[src/hw/tbit_pkg.sv]
// Constants shared by the time base interval timer files
package tbit_pkg;
    // Divider chain and exponent widths
    localparam int unsigned GEAR_DIV_W  = 22;
    localparam int unsigned LOW_DIV_W   = 15;
    localparam int unsigned EXP_W       = 5;
    // Register indexes; byte address is four times the index
    localparam logic [7:0]  CTRL_IDX    = 8'h39;
    localparam logic [7:0]  STAT_IDX    = 8'h3a;
    localparam logic [7:0]  MASK_IDX    = 8'h3b;
    // Control register fields and reset
    localparam int unsigned EN_BIT      = 3;
    localparam int unsigned RATE_LSB    = 0;
    localparam int unsigned RATE_W      = 3;
    localparam logic [7:0]  CTRL_RESET  = 8'h00;
    // Status and mask register layout and reset
    localparam int unsigned TICK_BIT    = 0;
    localparam logic        STAT_RESET  = 1'b0;
    localparam logic        MASK_RESET  = 1'b0;
    // Bus answers
    localparam logic [1:0]  RESP_OKAY   = 2'h0;
    localparam logic [1:0]  RESP_SLVERR = 2'h2;
    // Divide exponent per rate code; zero marks a reserved code
    localparam logic [4:0]  GEAR_EXP [8] = '{5'h16, 5'h14, 5'h0f, 5'h0d,
                                             5'h0c, 5'h0b, 5'h0a, 5'h08};
    localparam logic [4:0]  LOW_EXP  [8] = '{5'h0f, 5'h0d, 5'h08, 5'h06,
                                             5'h05, 5'h04, 5'h03, 5'h00};
    // Codes usable while running from the low-frequency clock only
    localparam logic [2:0]  SLOW_LAST_CODE = 3'h1;
endpackage

[src/hw/tbit_div_if.sv]
// Divider chain outputs passed from the counters to the tap selector
`timescale 1ns/10ps
`default_nettype none
interface tbit_div_if;
    logic [tbit_pkg::GEAR_DIV_W-1:0] gearCount;
    logic [tbit_pkg::LOW_DIV_W-1:0]  lowCount;
    modport source (output gearCount, output lowCount);
    modport sink   (input gearCount, input lowCount);
endinterface
`default_nettype wire

[src/hw/tbit_divider.sv]
// Free-running gear and low-frequency divider chains
`timescale 1ns/10ps
`default_nettype none
module tbit_divider (
    // Clock and reset
    input  wire logic  mclk,
    input  wire logic  rst_n,
    // Low-frequency clock, sampled as a level
    input  wire logic  low_frequency_clock,
    // Divider outputs
    tbit_div_if.source div
);
    logic lowSync1;
    logic lowSync2;
    logic lowPrev;
    logic lowRise;

    // Edge is taken from the second stage only
    assign lowRise = lowSync2 & ~lowPrev;

    // Chains never stop or reload, so enabling keeps their phase
    always_ff @(posedge mclk or negedge rst_n) begin
        if (!rst_n) begin
            div.gearCount <= '0;
            div.lowCount  <= '0;
            lowSync1      <= 1'b0;
            lowSync2      <= 1'b0;
            lowPrev       <= 1'b0;
        end else begin
            div.gearCount <= div.gearCount + 1'b1;
            lowSync1      <= low_frequency_clock;
            lowSync2      <= lowSync1;
            lowPrev       <= lowSync2;
            // Resynchronising costs up to one gear cycle of jitter
            if (lowRise) begin
                div.lowCount <= div.lowCount + 1'b1;
            end
        end
    end
endmodule
`default_nettype wire

[src/hw/tbit_tap_select.sv]
// Rate tap selection and falling edge detection
`timescale 1ns/10ps
`default_nettype none
module tbit_tap_select (
    // Clock and reset
    input  wire logic       mclk,
    input  wire logic       rst_n,
    // Divider chain
    tbit_div_if.sink        div,
    // Mode and selection
    input  wire logic       slowMode,
    input  wire logic       slow_divider_select,
    input  wire logic [2:0] rateSel,
    // Falling edge of the chosen tap, one cycle
    output logic            tapFall
);
    logic [4:0] gearExp;
    logic [4:0] lowExp;
    logic [4:0] gearBit;
    logic [4:0] lowBit;
    logic       lowCodeOk;
    logic       useLow;
    logic       gearTap;
    logic       lowTap;
    logic       selTap;
    logic       tapNow;
    logic       tapPrev;

    assign gearExp   = tbit_pkg::GEAR_EXP[rateSel];
    assign lowExp    = tbit_pkg::LOW_EXP[rateSel];
    // Bit n-1 of a counter has a period of 2^n input cycles
    assign gearBit   = gearExp - 5'h01;
    assign lowBit    = lowExp - 5'h01;
    assign gearTap   = div.gearCount[gearBit];
    assign lowTap    = div.lowCount[lowBit[3:0]];
    // Reserved codes hold the tap low so no edge appears
    assign lowCodeOk = slowMode ? (rateSel <= tbit_pkg::SLOW_LAST_CODE)
                                : (lowExp != 5'h00);
    assign useLow    = slowMode | slow_divider_select;
    assign selTap    = useLow ? (lowCodeOk & lowTap) : gearTap;
    assign tapFall   = tapPrev & ~tapNow;

    always_ff @(posedge mclk or negedge rst_n) begin
        if (!rst_n) begin
            tapNow  <= 1'b0;
            tapPrev <= 1'b0;
        end else begin
            tapNow  <= selTap;
            tapPrev <= tapNow;
        end
    end
endmodule
`default_nettype wire

[src/hw/tbit_timer.sv]
// Time base interval timer with AXI4-Lite registers and interrupt
//
// How it works
// Control: enable bit 3, rate bits 2:0
// Enable low blocks requests, high allows them
// Gear clock taps 2^22 down to 2^8
// Low clock taps 2^15..2^3, code 7 reserved
// Slow modes: codes 0,1 only, rest reserved
// Request at every falling edge of tap
// Divider runs regardless of enable
// First request at first falling edge
// STOP entry clears enable, keeps rate
// Software changes rate only while disabled
// Software switches speed only while disabled
// Low clock resync may jitter request timing
// Upper control bits 7:4 read zero
// Request is a one-cycle synchronous pulse
`timescale 1ns/10ps
`default_nettype none
module tbit_timer #(
    parameter int unsigned ADDR_W = 12
) (
    // Clock and reset
    input  wire logic              mclk,
    input  wire logic              rst_n,
    // AXI4-Lite write address
    input  wire logic [ADDR_W-1:0] awaddr,
    input  wire logic              awvalid,
    output logic                   awready,
    // AXI4-Lite write data
    input  wire logic [31:0]       wdata,
    input  wire logic [3:0]        wstrb,
    input  wire logic              wvalid,
    output logic                   wready,
    // AXI4-Lite write response
    output logic [1:0]             bresp,
    output logic                   bvalid,
    input  wire logic              bready,
    // AXI4-Lite read address
    input  wire logic [ADDR_W-1:0] araddr,
    input  wire logic              arvalid,
    output logic                   arready,
    // AXI4-Lite read data
    output logic [31:0]            rdata,
    output logic [1:0]             rresp,
    output logic                   rvalid,
    input  wire logic              rready,
    // Clock source and operating mode
    input  wire logic              low_frequency_clock,
    input  wire logic              slow_divider_select,
    input  wire logic              slowMode,
    input  wire logic              stopEntry,
    // Requests
    output logic                   tick_interrupt_request,
    output logic                   irq
);
    localparam int unsigned IDX_W = ADDR_W - 2;

    // Control and status state
    logic                              tick_request_enable;
    logic [tbit_pkg::RATE_W-1:0]       tick_rate_select;
    logic                              tickPending;
    logic                              tickMask;
    logic                              tapFall;

    // Write channel state
    logic                    awHeld;
    logic [ADDR_W-1:0]       awAddrHeld;
    logic                    wHeld;
    logic [31:0]             wDataHeld;
    logic [3:0]              wStrbHeld;

    // Decode
    logic [IDX_W-1:0]        wrIdx;
    logic [IDX_W-1:0]        rdIdx;
    logic                    wrFire;
    logic                    wrLane0;
    logic                    wrCtrl;
    logic                    wrStat;
    logic                    wrMask;
    logic                    wrHit;
    logic                    rdFire;
    logic                    rdCtrl;
    logic                    rdStat;
    logic                    rdMask;
    logic                    rdHit;
    logic [31:0]             rdMux;
    logic [7:0]              ctrlView;

    // Next values
    logic                              next_enable;
    logic [tbit_pkg::RATE_W-1:0]       next_rate;
    logic                              next_pending;
    logic                              tickEvent;
    logic                              clearTick;

    tbit_div_if divBus ();

    tbit_divider u_divider (
        .mclk                (mclk),
        .rst_n               (rst_n),
        .low_frequency_clock (low_frequency_clock),
        .div                 (divBus)
    );

    tbit_tap_select u_tap (
        .mclk                (mclk),
        .rst_n               (rst_n),
        .div                 (divBus),
        .slowMode            (slowMode),
        .slow_divider_select (slow_divider_select),
        .rateSel             (tick_rate_select),
        .tapFall             (tapFall)
    );

    // Address and data are taken in either order, one write at a time
    assign awready = ~awHeld & ~bvalid;
    assign wready  = ~wHeld & ~bvalid;
    assign wrFire  = awHeld & wHeld & ~bvalid;
    assign wrIdx   = awAddrHeld[ADDR_W-1:2];
    assign wrLane0 = wrFire & wStrbHeld[0];
    assign wrCtrl  = wrIdx == IDX_W'(tbit_pkg::CTRL_IDX);
    assign wrStat  = wrIdx == IDX_W'(tbit_pkg::STAT_IDX);
    assign wrMask  = wrIdx == IDX_W'(tbit_pkg::MASK_IDX);
    assign wrHit   = wrCtrl | wrStat | wrMask;

    assign arready = ~rvalid;
    assign rdFire  = arvalid & ~rvalid;
    assign rdIdx   = araddr[ADDR_W-1:2];
    assign rdCtrl  = rdIdx == IDX_W'(tbit_pkg::CTRL_IDX);
    assign rdStat  = rdIdx == IDX_W'(tbit_pkg::STAT_IDX);
    assign rdMask  = rdIdx == IDX_W'(tbit_pkg::MASK_IDX);
    assign rdHit   = rdCtrl | rdStat | rdMask;

    // Upper control bits are not stored and read as zero
    assign ctrlView = {4'h0, tick_request_enable, tick_rate_select};
    assign rdMux    = rdCtrl ? {24'h00_0000, ctrlView}
                    : rdStat ? {31'h0000_0000, tickPending}
                    : rdMask ? {31'h0000_0000, tickMask}
                    : 32'h0000_0000;

    // STOP entry wins over a software write in the same cycle
    assign next_enable = stopEntry ? 1'b0
                       : (wrLane0 & wrCtrl) ? wdata_en(wDataHeld)
                       : tick_request_enable;
    // Rate is not touched by STOP entry; changing it while enabled
    // may give one stray edge, which software avoids
    assign next_rate   = (wrLane0 & wrCtrl)
                       ? wDataHeld[tbit_pkg::RATE_LSB +: tbit_pkg::RATE_W]
                       : tick_rate_select;

    // Edges before enabling are ignored, so the first one after it
    // may come early in the period
    assign tickEvent    = tapFall & tick_request_enable;
    assign clearTick    = wrLane0 & wrStat & wDataHeld[tbit_pkg::TICK_BIT];
    // A new tick in the clearing cycle keeps the bit set
    assign next_pending = tickEvent | (tickPending & ~clearTick);

    assign irq = tickPending & tickMask;

    function automatic logic wdata_en(input logic [31:0] d);
        return d[tbit_pkg::EN_BIT];
    endfunction

    // Control register
    always_ff @(posedge mclk or negedge rst_n) begin
        if (!rst_n) begin
            tick_request_enable <= tbit_pkg::CTRL_RESET[tbit_pkg::EN_BIT];
            tick_rate_select    <= tbit_pkg::CTRL_RESET[2:0];
        end else begin
            tick_request_enable <= next_enable;
            tick_rate_select    <= next_rate;
        end
    end

    // Request pulse, status and mask
    always_ff @(posedge mclk or negedge rst_n) begin
        if (!rst_n) begin
            tick_interrupt_request <= 1'b0;
            tickPending            <= tbit_pkg::STAT_RESET;
            tickMask               <= tbit_pkg::MASK_RESET;
        end else begin
            tick_interrupt_request <= tickEvent;
            tickPending            <= next_pending;
            if (wrLane0 & wrMask) begin
                tickMask <= wDataHeld[tbit_pkg::TICK_BIT];
            end
        end
    end

    // Write address and data holding
    always_ff @(posedge mclk or negedge rst_n) begin
        if (!rst_n) begin
            awHeld     <= 1'b0;
            awAddrHeld <= '0;
            wHeld      <= 1'b0;
            wDataHeld  <= 32'h0000_0000;
            wStrbHeld  <= 4'h0;
        end else if (wrFire) begin
            awHeld <= 1'b0;
            wHeld  <= 1'b0;
        end else begin
            if (awvalid & awready) begin
                awHeld     <= 1'b1;
                awAddrHeld <= awaddr;
            end
            if (wvalid & wready) begin
                wHeld     <= 1'b1;
                wDataHeld <= wdata;
                wStrbHeld <= wstrb;
            end
        end
    end

    // Write response
    always_ff @(posedge mclk or negedge rst_n) begin
        if (!rst_n) begin
            bvalid <= 1'b0;
            bresp  <= tbit_pkg::RESP_OKAY;
        end else if (wrFire) begin
            bvalid <= 1'b1;
            bresp  <= wrHit ? tbit_pkg::RESP_OKAY : tbit_pkg::RESP_SLVERR;
        end else if (bready) begin
            bvalid <= 1'b0;
        end
    end

    // Read response
    always_ff @(posedge mclk or negedge rst_n) begin
        if (!rst_n) begin
            rvalid <= 1'b0;
            rdata  <= 32'h0000_0000;
            rresp  <= tbit_pkg::RESP_OKAY;
        end else if (rdFire) begin
            rvalid <= 1'b1;
            rdata  <= rdMux;
            rresp  <= rdHit ? tbit_pkg::RESP_OKAY : tbit_pkg::RESP_SLVERR;
        end else if (rready) begin
            rvalid <= 1'b0;
        end
    end
endmodule
`default_nettype wire

[config.mk]
export PLATFORM = sky130hd
export DESIGN_NAME = tbit_timer
export DESIGN_NICKNAME = d
export VERILOG_FILES = /design/src/hw/tbit_pkg.sv /design/src/hw/tbit_div_if.sv /design/src/hw/tbit_divider.sv /design/src/hw/tbit_tap_select.sv /design/src/hw/tbit_timer.sv
export SDC_FILE = /design/constraint.sdc
export NUM_CORES = 1
export LEC_CHECK = 0
export BUFFER_PORTS_ARGS = -buffer_cell sky130_fd_sc_hd__buf_2
export CAP_MARGIN = 20
export CORE_ASPECT_RATIO = 2
export CORE_MARGIN = 10
export CORE_UTILIZATION = 52
export CTS_CLUSTER_SIZE = 10
export DETAILED_ROUTE_END_ITERATION = 16
export PLACE_DENSITY = 0.9
export SLEW_MARGIN = 20
export SYNTH_ARGS = -nofsm -noshare
export SYNTH_HDL_FRONTEND = slang
export SYNTH_SLANG_ARGS = --single-unit
export TNS_END_PERCENT = 1
[constraint.sdc]
create_clock -name mclk -period 3.21 [get_ports mclk]
set_input_delay 0.1605 -clock mclk [delete_from_list [all_inputs] [get_ports mclk]]
set_output_delay 0.1605 -clock mclk [all_outputs]
set_load 0.02 [all_outputs]
Word level (Yosys, flattened, before mapping)
Memories as Yosys holds them, arrays and structs flattened.
Cells that the tools add are included.
- memories: 2
- output and inout bits: 43
- flip-flop bits (word level): 106
- word-level logic and storage cells: 104
- memory bits (read-only): 80
- input port bits: 71
- memory list (name ; depth ; bits a word ; read ports ; clocked after memory_dff ; write ports ; RTL line ; source):
    (name not given) ; 8 ; 5 ; 1 ; 0 ; 0 ; tbit_tap_select.sv:29 ; assign gearExp = tbit_pkg::GEAR_EXP[rateSel];
    (name not given) ; 8 ; 5 ; 1 ; 0 ; 0 ; tbit_tap_select.sv:30 ; assign lowExp = tbit_pkg::LOW_EXP[rateSel];
- $lt $le $gt $ge: 4
- mux-type cells: 25
- bitwise gates (word level): 33
- equality and inequality tests: 6
- reduce and logical (&&, ||, !) cells: 8
- add/subtract/negate cells: 4
- operator list (cell ; count):
    == test 10 x 6 -> 1 bit, second input constant ; 6
    adder 22 x 1 -> 22 bit, second input constant ; 1
    2-to-1 mux 5 bit ; 4
    bitwise AND 1 bit ; 18
    2-to-1 mux 1 bit ; 16
    adder 15 x 1 -> 15 bit, second input constant ; 1
    nonzero test 2 bit ; 5
    inverter 1 bit ; 8
    < comparator 5 x 6 -> 1 bit, second input constant ; 1
    OR 1 bit ; 6
    binary-select mux 1 bit (select 5 bit) ; 1
    < comparator 4 x 5 -> 1 bit, second input constant ; 1
    nonzero test 5 bit ; 1
    subtractor 5 x 1 -> 5 bit, second input constant ; 1
    binary-select mux 1 bit (select 4 bit) ; 1
    >= comparator 4 bit, second input constant ; 1
    2-to-1 mux 2 bit ; 2
    2-to-1 mux 4 bit ; 1
    inverter 3 -> 4 bit ; 1
    AND reduction 2 bit ; 2
    subtractor 4 x 1 -> 4 bit, second input constant ; 1
    less-or-equal comparator 3 x 1 -> 1 bit, second input constant ; 1

Longest topological paths before layout
Gate-level depths: netlist of run 1.
- depth in word-level cells: 9
- depth in mapped cells: 10
- depth with buffers taken out: 8

By module
Synthesis of run 1 repeated with hierarchy kept, for this count alone.
- cells, all modules: 361
- area total of the unflattened synthesis: 3991.3 sq um
- by module, submodules not included (module ; seq. area each (sq um) ; times used ; cells an instance ; area an instance (sq um)):
    tbit_divider ; 1001.0 ; 1 ; 137 ; 1681.6
    tbit_timer ; 800.8 ; 1 ; 138 ; 1599.0
    tbit_tap_select ; 50.0 ; 1 ; 86 ; 710.7

Worst setup path before layout of run 1
OpenSTA, ideal clock, no wires.
- path type: flip-flop to flip-flop
- from: register tick_rate_select[0] (netlist name)
- to: register u_tap.tapNow
- stages on the path, launching flop included: 10
- path buffers: 1
- period minus slack after synthesis: 2.588 ns
- data required time: 3.084 ns
- setup time: 0.126 ns
- data arrival time: 2.462 ns
- path slack: 0.622 ns
- cell sequence: dfrtp_1 buf_2 inv_1 ha_1 xnor2_2 mux2i_4 mux4_2 mux2i_1 nand3_1 a221o_1
- word-level cells in the longest chain between the ends: 9
- elaborated cells on any way between the ends: 18
- those cells by class: add/sub (2); order compare (1); mux (10); bitwise (2); reduce/logical (1); memory (2)
- ends and longest elaborated chain (item ; RTL line ; source):
    from (decl) ; tbit_timer.sv:61 ; logic [tbit_pkg::RATE_W-1:0] tick_rate_select;
    from (signal assigned) ; tbit_timer.sv:169 ; tick_rate_select <= tbit_pkg::CTRL_RESET[2:0];
    from (signal assigned) ; tbit_timer.sv:172 ; tick_rate_select <= next_rate;
    inverter 3 -> 4 bit (not written as such) ; tbit_tap_select.sv:29, tbit_tap_select.sv:30 ;
    memory (8 x 5 bit) ; -- ;
    2-to-1 mux 5 bit (not written as such) (2 in series) ; tbit_tap_select.sv:30 ;
    subtractor 4 x 1 -> 4 bit ; tbit_tap_select.sv:33 ; assign lowBit = lowExp - 5'h01;
    binary-select mux 1 bit (select 4 bit) ; tbit_tap_select.sv:35 ; assign lowTap = div.lowCount[lowBit[3:0]];
    2-to-1 mux 1 bit (not written as such) ; tbit_tap_select.sv:35 ;
    bitwise AND 1 bit ; tbit_tap_select.sv:40 ; assign selTap = useLow ? (lowCodeOk & lowTap) : gearTap;
    2-to-1 mux 1 bit (*) ; tbit_tap_select.sv:40 ;
    net u_tap.selTap ; tbit_tap_select.sv:25 ; logic selTap;
    to (signal assigned) ; tbit_tap_select.sv:48 ; tapNow <= selTap;
    to (decl) ; tbit_tap_select.sv:26 ; logic tapNow;
Mark *: on every way through the listed nets, which the timed path passes. The rest lies on a longest branch. The select of a mux whose other input is x is not followed.
A chain may end at the register's enable or synchronous reset.

Worst setup path after layout of run 1
Ends and elaborated chain as after synthesis.

==> flow_summary.yaml, run 1 <==
synth:
  synth_compound_area_frac: 0.08040
  yosys.area_share.simple: 0.1451
  synth_top_family_by_area: "simple AND/OR/NAND/NOR gates"
  yosysSeqAreaShare: 0.4741
  syn_avg_cell_area_um2: 10.59
  synth_xor_area_frac: 0.08712
  syn_inst: 369
  synth_area_um2: 3906
  synth_seq_cells: 74
  synth_mux_area_frac: 0.1054
  synth_flop_cell: "dfrtp_1"
  synth_warnings: 0
  synth_cell_types: 49
  synth_adder_area_share: 0.02562
  async_flop_share: 1.000
  synth_edf_count: 0
setup_path:
  rrSetupSlack_ns: 0.49
  crit_chain: "buf_4 > ha_1 > mux2i_1 > mux2i_1 > nor2_1 > a2111oi_0 > nor3_1 > a221o_1"
  cp.required_ns: 3.42
  start_kind: "register"
  crit_fanout: 15
  crit_type: "reg -> reg"
  path_common_cell: "mux2i_1"
  arrival_ns: 2.92
  slowest_delay_ns: 0.48
  path_buf_inv: 1
  cp_slowest_cell: "mux2i_1"
  crit_path_end_kind: "register"
  crit_family: "compound AO/OA/AOI/OAI gates"
cts:
  post-cts-setup-buffers: 0
  cts_max_level: 3
  cts_sinks: 74
  root_buffer: "clkbuf_16"
  insertion_delay_ns: 0.34
  clk_path_buf_depth: 2
  cts_tree: "done"
  clk_pin_slew_ns: 0.06
  cts_made_buffers: 9
grt:
  grt_start_max_net_pins: 49
  grt_pass1_vias: 3009
  antenna_found_initial: 0
  grtUsageTotal: 0.1503
  grt-ovfl-total: 0
  grt_first_pass_wirelength_mm: 13.63
timing:
  final-setup-viol-count: 0
  drv_slew: 0
  worst_pin_slew_ns: 0.6084
  grt_setup_unrepaired: "false"
  min_period_ns: 2.716
  final_hold_viol_count: 0
  clock-skew-final_ns: 0.004671
  setup-tns-final_ns: 0
  whs_ns: 0.05205
  timing.final.crit_share: 0.8462
  timing.fmax_ghz: 0.3682
  relSlewSlack: 0.5944
drt:
  wl_per_cell_um: 16.14
  drc: 0
  drtIter0Drc: 123
  ant_nets: 0
  dr.pass1.iters: 4
  via_count: 2863
  wl_mm: 8.474
  vias_per_cell: 5.453
power_and_ir_drop:
  leakagePower_nw: 2.166
  power.density_nw_per_um2: 616.0
  power_mw: 2.784
  vdd_drop_max_uv: 495.8
layout:
  nNetsFinal: 507
  syn2layout_area_growth_pct: 15.69
  fillers: 576
  drive_gt1_frac: 0.2171
  n_antenna_cell: 0
floorplanning:
  io_pins: 114
  rows: 44
  start_util: 0.5375
  die-area_um2: 11590
  fp.dieH_um: 142.6
  core_area_um2: 7267
  die_x_um: 81.29
place:
  gp_congestion: 0.8724
  place_hpwl_mm: 6.392
  portBuffers: 48
run_status:
  outcome: "finished, final reports clean"
job:
  timing.max_cap.violations: 0
worst_hold_path:
  min_path_type: "in -> reg"
[placed cells by master (no fill, tap or decap), drive strengths merged, types with 4 or more instances in the layout]
master | synthesis | final
clkbuf | 5 | 11
o21ai | 18 | 18
a21oi | 6 | 6
nor3b | 4 | 4
nor3 | 4 | 4
nand4 | 10 | 10
nand2 | 29 | 29
xor2 | 8 | 8
nand3 | 16 | 16
inv | 11 | 11
dlygate4sd3 | 0 | 5
xnor2 | 30 | 30
ha | 8 | 8
mux2 | 19 | 19
dfrtp | 74 | 74
and3 | 8 | 8
conb | 1 | 30
buf | 36 | 55
nor2 | 25 | 25
mux2i | 14 | 14
[repair_timing]
action                                 in CTS  in global routing
resized for setup                           0                  0
endpoints found under the hold margin       4                 46
hold buffers                                4                  1
[worst paths after layout]
path / startpoint / endpoint / depth (start not counted)
worst max-delay path: tick_rate_select[0] / u_tap.tapNow / 8
worst min-delay path: awaddr[6] / awAddrHeld[6] / 2
worst max register to register: tick_rate_select[0] / u_tap.tapNow / 8
worst min register to register: u_divider.lowSync1 / u_divider.lowSync2 / 0
max in group asynchronous: rst_n / u_divider.div.lowCount[13] / 3
min in group asynchronous: rst_n / u_divider.div.gearCount[8] / 2
[routing by layer]
layer / GRT usage / share of wire / wire length, um
met5: 0 / 0 / 0
met4: 0.09166 / 0.034 / 286
met3: 0.05886 / 0.083 / 702
met2: 0.2526 / 0.53 / 4517
met1: 0.1485 / 0.35 / 2968
[cell families after synthesis]
group	Yosys count
and+or+nand+nor	113
DFF	74
buffers and inverters	52
AOI/OAI and AO/OA	48
xor gates and xnor gates	38
muxes	35
adders and majority gates	8
other	1
[cell type report]
type | count | area [um^2] | share of cell area
timing repair buffer | 60 | 345.3 | 0.07641
sequential | 74 | 1852 | 0.4097
inverter | 11 | 41.29 | 0.009136
multi-input combinational | 272 | 1846 | 0.4084
clock inverter | 5 | 77.57 | 0.01717
tap | 92 | 115.1 | 0.02547
clock buffer | 11 | 242.7 | 0.05371
[synthesized netlist by cell type (4+ instances only)]
cell type  instances  share of area
buf_2              5         0.0064
inv_1             10         0.0096
xor2_1             8          0.018
nand2_1           29          0.028
clkbuf_1           5         0.0048
nand4_1           10          0.016
o21ai_0           18          0.023
mux2_2            19          0.055
xnor2_1           29          0.065
mux2i_1           13          0.033
a21oi_1            6         0.0077
ha_1               8          0.026
nor3b_1            4         0.0077
and3_1             8          0.013
nor3_1             4         0.0051
buf_4             31          0.060
nand3_1           16          0.021
dfrtp_1           74           0.47
nor2_1            25          0.024
[flip-flops by register name, indices dropped and copies added (netlist names), 3 cells and up]
| name | cells |
|---|---|
| awAddrHeld | 10 |
| u_divider.div.gearCount | 22 |
| wDataHeld | 4 |
| u_divider.div.lowCount | 15 |
| rdata | 4 |
| tick_rate_select | 3 |
[through the flow]
step | cell area [um^2] | setup slack [ns] | util | cells
after CTS | 4507 | 0.5462 | 0.6202 | 524
after global routing | 4519 | 0.3676 | 0.6219 | 525
after floorplan | 4015 | 0.6215 | - | 398
after detailed placement | 4146 | 0.5596 | 0.5706 | 504
after global placement | 4146 | 0.6237 | 0.5706 | 504
final | 4519 | 0.4937 | 0.6219 | 525
[report_power, final]
| group | leakage [nW] | internal, mW | switching [mW] |
|---|---|---|---|
| Combinational | 1.06 | 0.233 | 0.258 |
| Sequential | 0.954 | 1.09 | 0.124 |
| Clock | 0.156 | 0.698 | 0.376 |
| Total | 2.17 | 2.03 | 0.758 |
(Power assumes the default switching activity.)
==> run 2: changes to the inputs <==
--- a/config.mk
+++ b/config.mk
@@ -5,14 +5,15 @@
 export SDC_FILE = /design/constraint.sdc
 export NUM_CORES = 1
 export LEC_CHECK = 0
+export ABC_AREA = 1
 export BUFFER_PORTS_ARGS = -buffer_cell sky130_fd_sc_hd__buf_2
 export CAP_MARGIN = 20
 export CORE_ASPECT_RATIO = 2
 export CORE_MARGIN = 10
-export CORE_UTILIZATION = 52
+export CORE_UTILIZATION = 53
 export CTS_CLUSTER_SIZE = 10
 export DETAILED_ROUTE_END_ITERATION = 16
-export PLACE_DENSITY = 0.9
+export PLACE_DENSITY = 0.91
 export SLEW_MARGIN = 20
 export SYNTH_ARGS = -nofsm -noshare
 export SYNTH_HDL_FRONTEND = slang
==> constraint.sdc (replaced) <==
create_clock -name mclk -period 2.6 [get_ports mclk]
set_input_delay 0.13 -clock mclk [delete_from_list [all_inputs] [get_ports mclk]]
set_output_delay 0.13 -clock mclk [all_outputs]
set_load 0.02 [all_outputs]
==> flow_summary.yaml, run 2 <==
layout:
  multi_input_area_um2: 1832
  regMostFlops: "u_divider.div.gearCount"
  final_common_cell: "nand2_1"
  n_antenna_cell: 0
  nNetsFinal: 602
  drive_gt1_frac: 0.1863
  largest_reg_flops: 22
  syn2layout_area_growth_pct: 13.52
  fillers: 606
  reg_top3: "u_divider.div.gearCount x22, u_divider.div.lowCount x15, awAddrHeld x10"
  ff_latch_area_um2: 1852
  layout_common_cells: "nand2_1, dfrtp_1, inv_1"
synth:
  synth_cell_types: 37
  synth_most_common_cell: "nand2_1"
  synth_warnings: 0
  synthTopCellsByArea: "dfrtp_1, nand2_1, xor2_1"
  yosysSeqAreaShare: 0.4559
  synth_flop_cell: "dfrtp_1"
  syn_avg_cell_area_um2: 8.791
  synth_area_um2: 4061
  yosysTopAreaCell: "dfrtp_1"
  async_flop_share: 1.000
  syn_inst: 462
  synth_edf_count: 0
  ys_top_cells_by_count: "nand2_1, dfrtp_1, inv_1, buf_4, nand3_1"
  synth_top_area_frac: 0.4559
  synth_seq_cells: 74
timing:
  timing.final.crit_share: 0.8863
  timing.fmax_ghz: 0.4339
  worst_pin_slew_ns: 0.6614
  final-setup-viol-count: 0
  grt_setup_unrepaired: "false"
  relSlewSlack: 0.5591
  whs_ns: -0.004865
  setup-tns-final_ns: 0
  min_period_ns: 2.304
  clock-skew-final_ns: 0.005452
  final_hold_viol_count: 1
  drv_slew: 0
floorplanning:
  die_x_um: 81.90
  core_area_um2: 7545
  die-area_um2: 11780
  fp.dieH_um: 143.8
  rows: 45
  start_util: 0.5383
  io_pins: 114
cts:
  post-cts-setup-buffers: 0
  cts_tree: "done"
  clk_path_buf_depth: 2
  root_buffer: "clkbuf_16"
  cts_hold_buf: 4
  cts_max_level: 3
  clk_pin_slew_ns: 0.06
  cts_sinks: 74
  post_cts_resized: 0
  cts_made_buffers: 9
  insertion_delay_ns: 0.34
setup_path:
  cp_slowest_cell: "dfrtp_1"
  slowest_delay_ns: 0.46
  crit_end: "u_tap.tapNow"
  crit_start: "tick_rate_select[1]"
  arrival_ns: 2.52
  cp.required_ns: 2.82
  rrSetupSlack_ns: 0.30
  reg2reg_from: "tick_rate_select[1]"
  r2r-end: "u_tap.tapNow"
  crit_chain: "inv_1 > ha_1 > nand2_1 > o21ai_0 > nand2_1 > nand2_2 > inv_1 > nand2_1 > nand2_1 > nand2_1 > nand3_1 > nand3_1 > nand2_1 > nand2_1 > nand2_1"
  path_common_cell: "nand2_1"
  crit_type: "reg -> reg"
  crit_fanout: 7
  start_kind: "register"
  worst_r2r_path_depth: 15
  crit_path_end_kind: "register"
drt:
  via_count: 3209
  vias_per_cell: 5.176
  wl_mm: 9.067
  ant_nets: 0
  drtIter0Drc: 192
  drc: 0
  dr.pass1.iters: 4
  wl_per_cell_um: 14.62
grt:
  grt_pass1_vias: 3286
  grt_first_pass_wirelength_mm: 14.69
  antenna_found_initial: 0
  grt_start_max_net_pins: 32
  grt-ovfl-total: 0
  grtUsageTotal: 0.1601
place:
  place_hpwl_mm: 6.694
  portBuffers: 48
  gp_congestion: 0.8730
power_and_ir_drop:
  vdd_drop_max_uv: 465.3
  leakagePower_nw: 2.423
  power.density_nw_per_um2: 742.0
worst_hold_path:
  min_path_type: "in -> reg"
  holdCritStartpoint: "rready"
run_status:
  outcome: "complete, but fails checks"
  violations: "hold timing"
job:
  timing.max_cap.violations: 0
run 2: cell count changes in the layout (fill, tap and decap cells not counted), moves of 6 or more:
cell     before  now
mux2_2       19   12
buf_4         8    2
nor3_1        4   12
mux2i_1      13    0
xor2_1        8   27
xnor2_1      29    8
inv_1        10   62
and3_1        8    0
nand2_1      29   92
nand3_1      16   30
run 2: through the flow:
step | util | power (mW) | worst slack (ns) | cell area (um^2) | std cells
3_3_place_gp | 0.5693 | 2.189 | 0.4836 | 4295 | 602
4_1_cts | 0.6111 | 3.428 | 0.3592 | 4611 | 620
2_1_floorplan | - | 2.059 | 0.7451 | 4170 | 491
6_report | 0.6111 | 3.421 | 0.2956 | 4611 | 620
5_1_grt | 0.6111 | 3.599 | 0.009813 | 4611 | 620
3_5_place_dp | 0.5693 | 2.242 | 0.4268 | 4295 | 602
run 2: cells by family (layout without fill, tap and decap cells):
group,Yosys count,count (layout),share of synthesized area
AND/OR/NAND/NOR,194,194,0.2304
buffers and inverters,96,131,0.1198
flip-flops,74,74,0.4559
AO/OA/AOI/OAI,42,42,0.05946
XOR/XNOR,35,35,0.07548
multiplexers,12,12,0.03327
adder cells (fa/ha/maj),8,8,0.02465
other,1,30,0.0009233
run 2: worst min path at each step:
stage / end / cells after the start
after floorplan: awAddrHeld[10] / 0
after global placement: tick_interrupt_request / 1
after detailed placement: tick_interrupt_request / 1
after CTS: rvalid / 2
after global routing: rvalid / 2
final: rvalid / 2
run 2: critical path: cells and delay by family (launching register included):
family / cells / cell delay, ns
buffers and inverters: 2 / 0.30
flip-flops: 1 / 0.46
adder cells (fa/ha/maj): 1 / 0.37
AND/OR/NAND/NOR: 11 / 0.90
AO/OA/AOI/OAI: 1 / 0.16
run 2: cell type report:
class                   instances  area share
clock buffers                  11     0.05047
clock inverters                 3    0.009227
inverters                      63     0.05183
multi-input cells             321      0.3973
flip-flops and latches         74      0.4016
well taps                      94     0.02551
repair buffers                 54     0.06404
run 2: report_power, final:
group          switching [mW]  total (mW)  internal (mW)  leakage [nW]
clock                   0.446        1.18          0.730         0.131
combinational           0.450       0.740          0.290          1.34
sequential              0.148        1.51           1.36         0.954
total                    1.04        3.42           2.38          2.42
run 2: metal layers:
| layer | track usage | routed length (um) | share of wire |
|---|---|---|---|
| met1 | 0.1516 | 3171 | 0.35 |
| met2 | 0.2834 | 4930 | 0.54 |
| met4 | 0.09459 | 316 | 0.035 |
| met5 | 0 | 0 | 0 |
| met3 | 0.05382 | 648 | 0.071 |
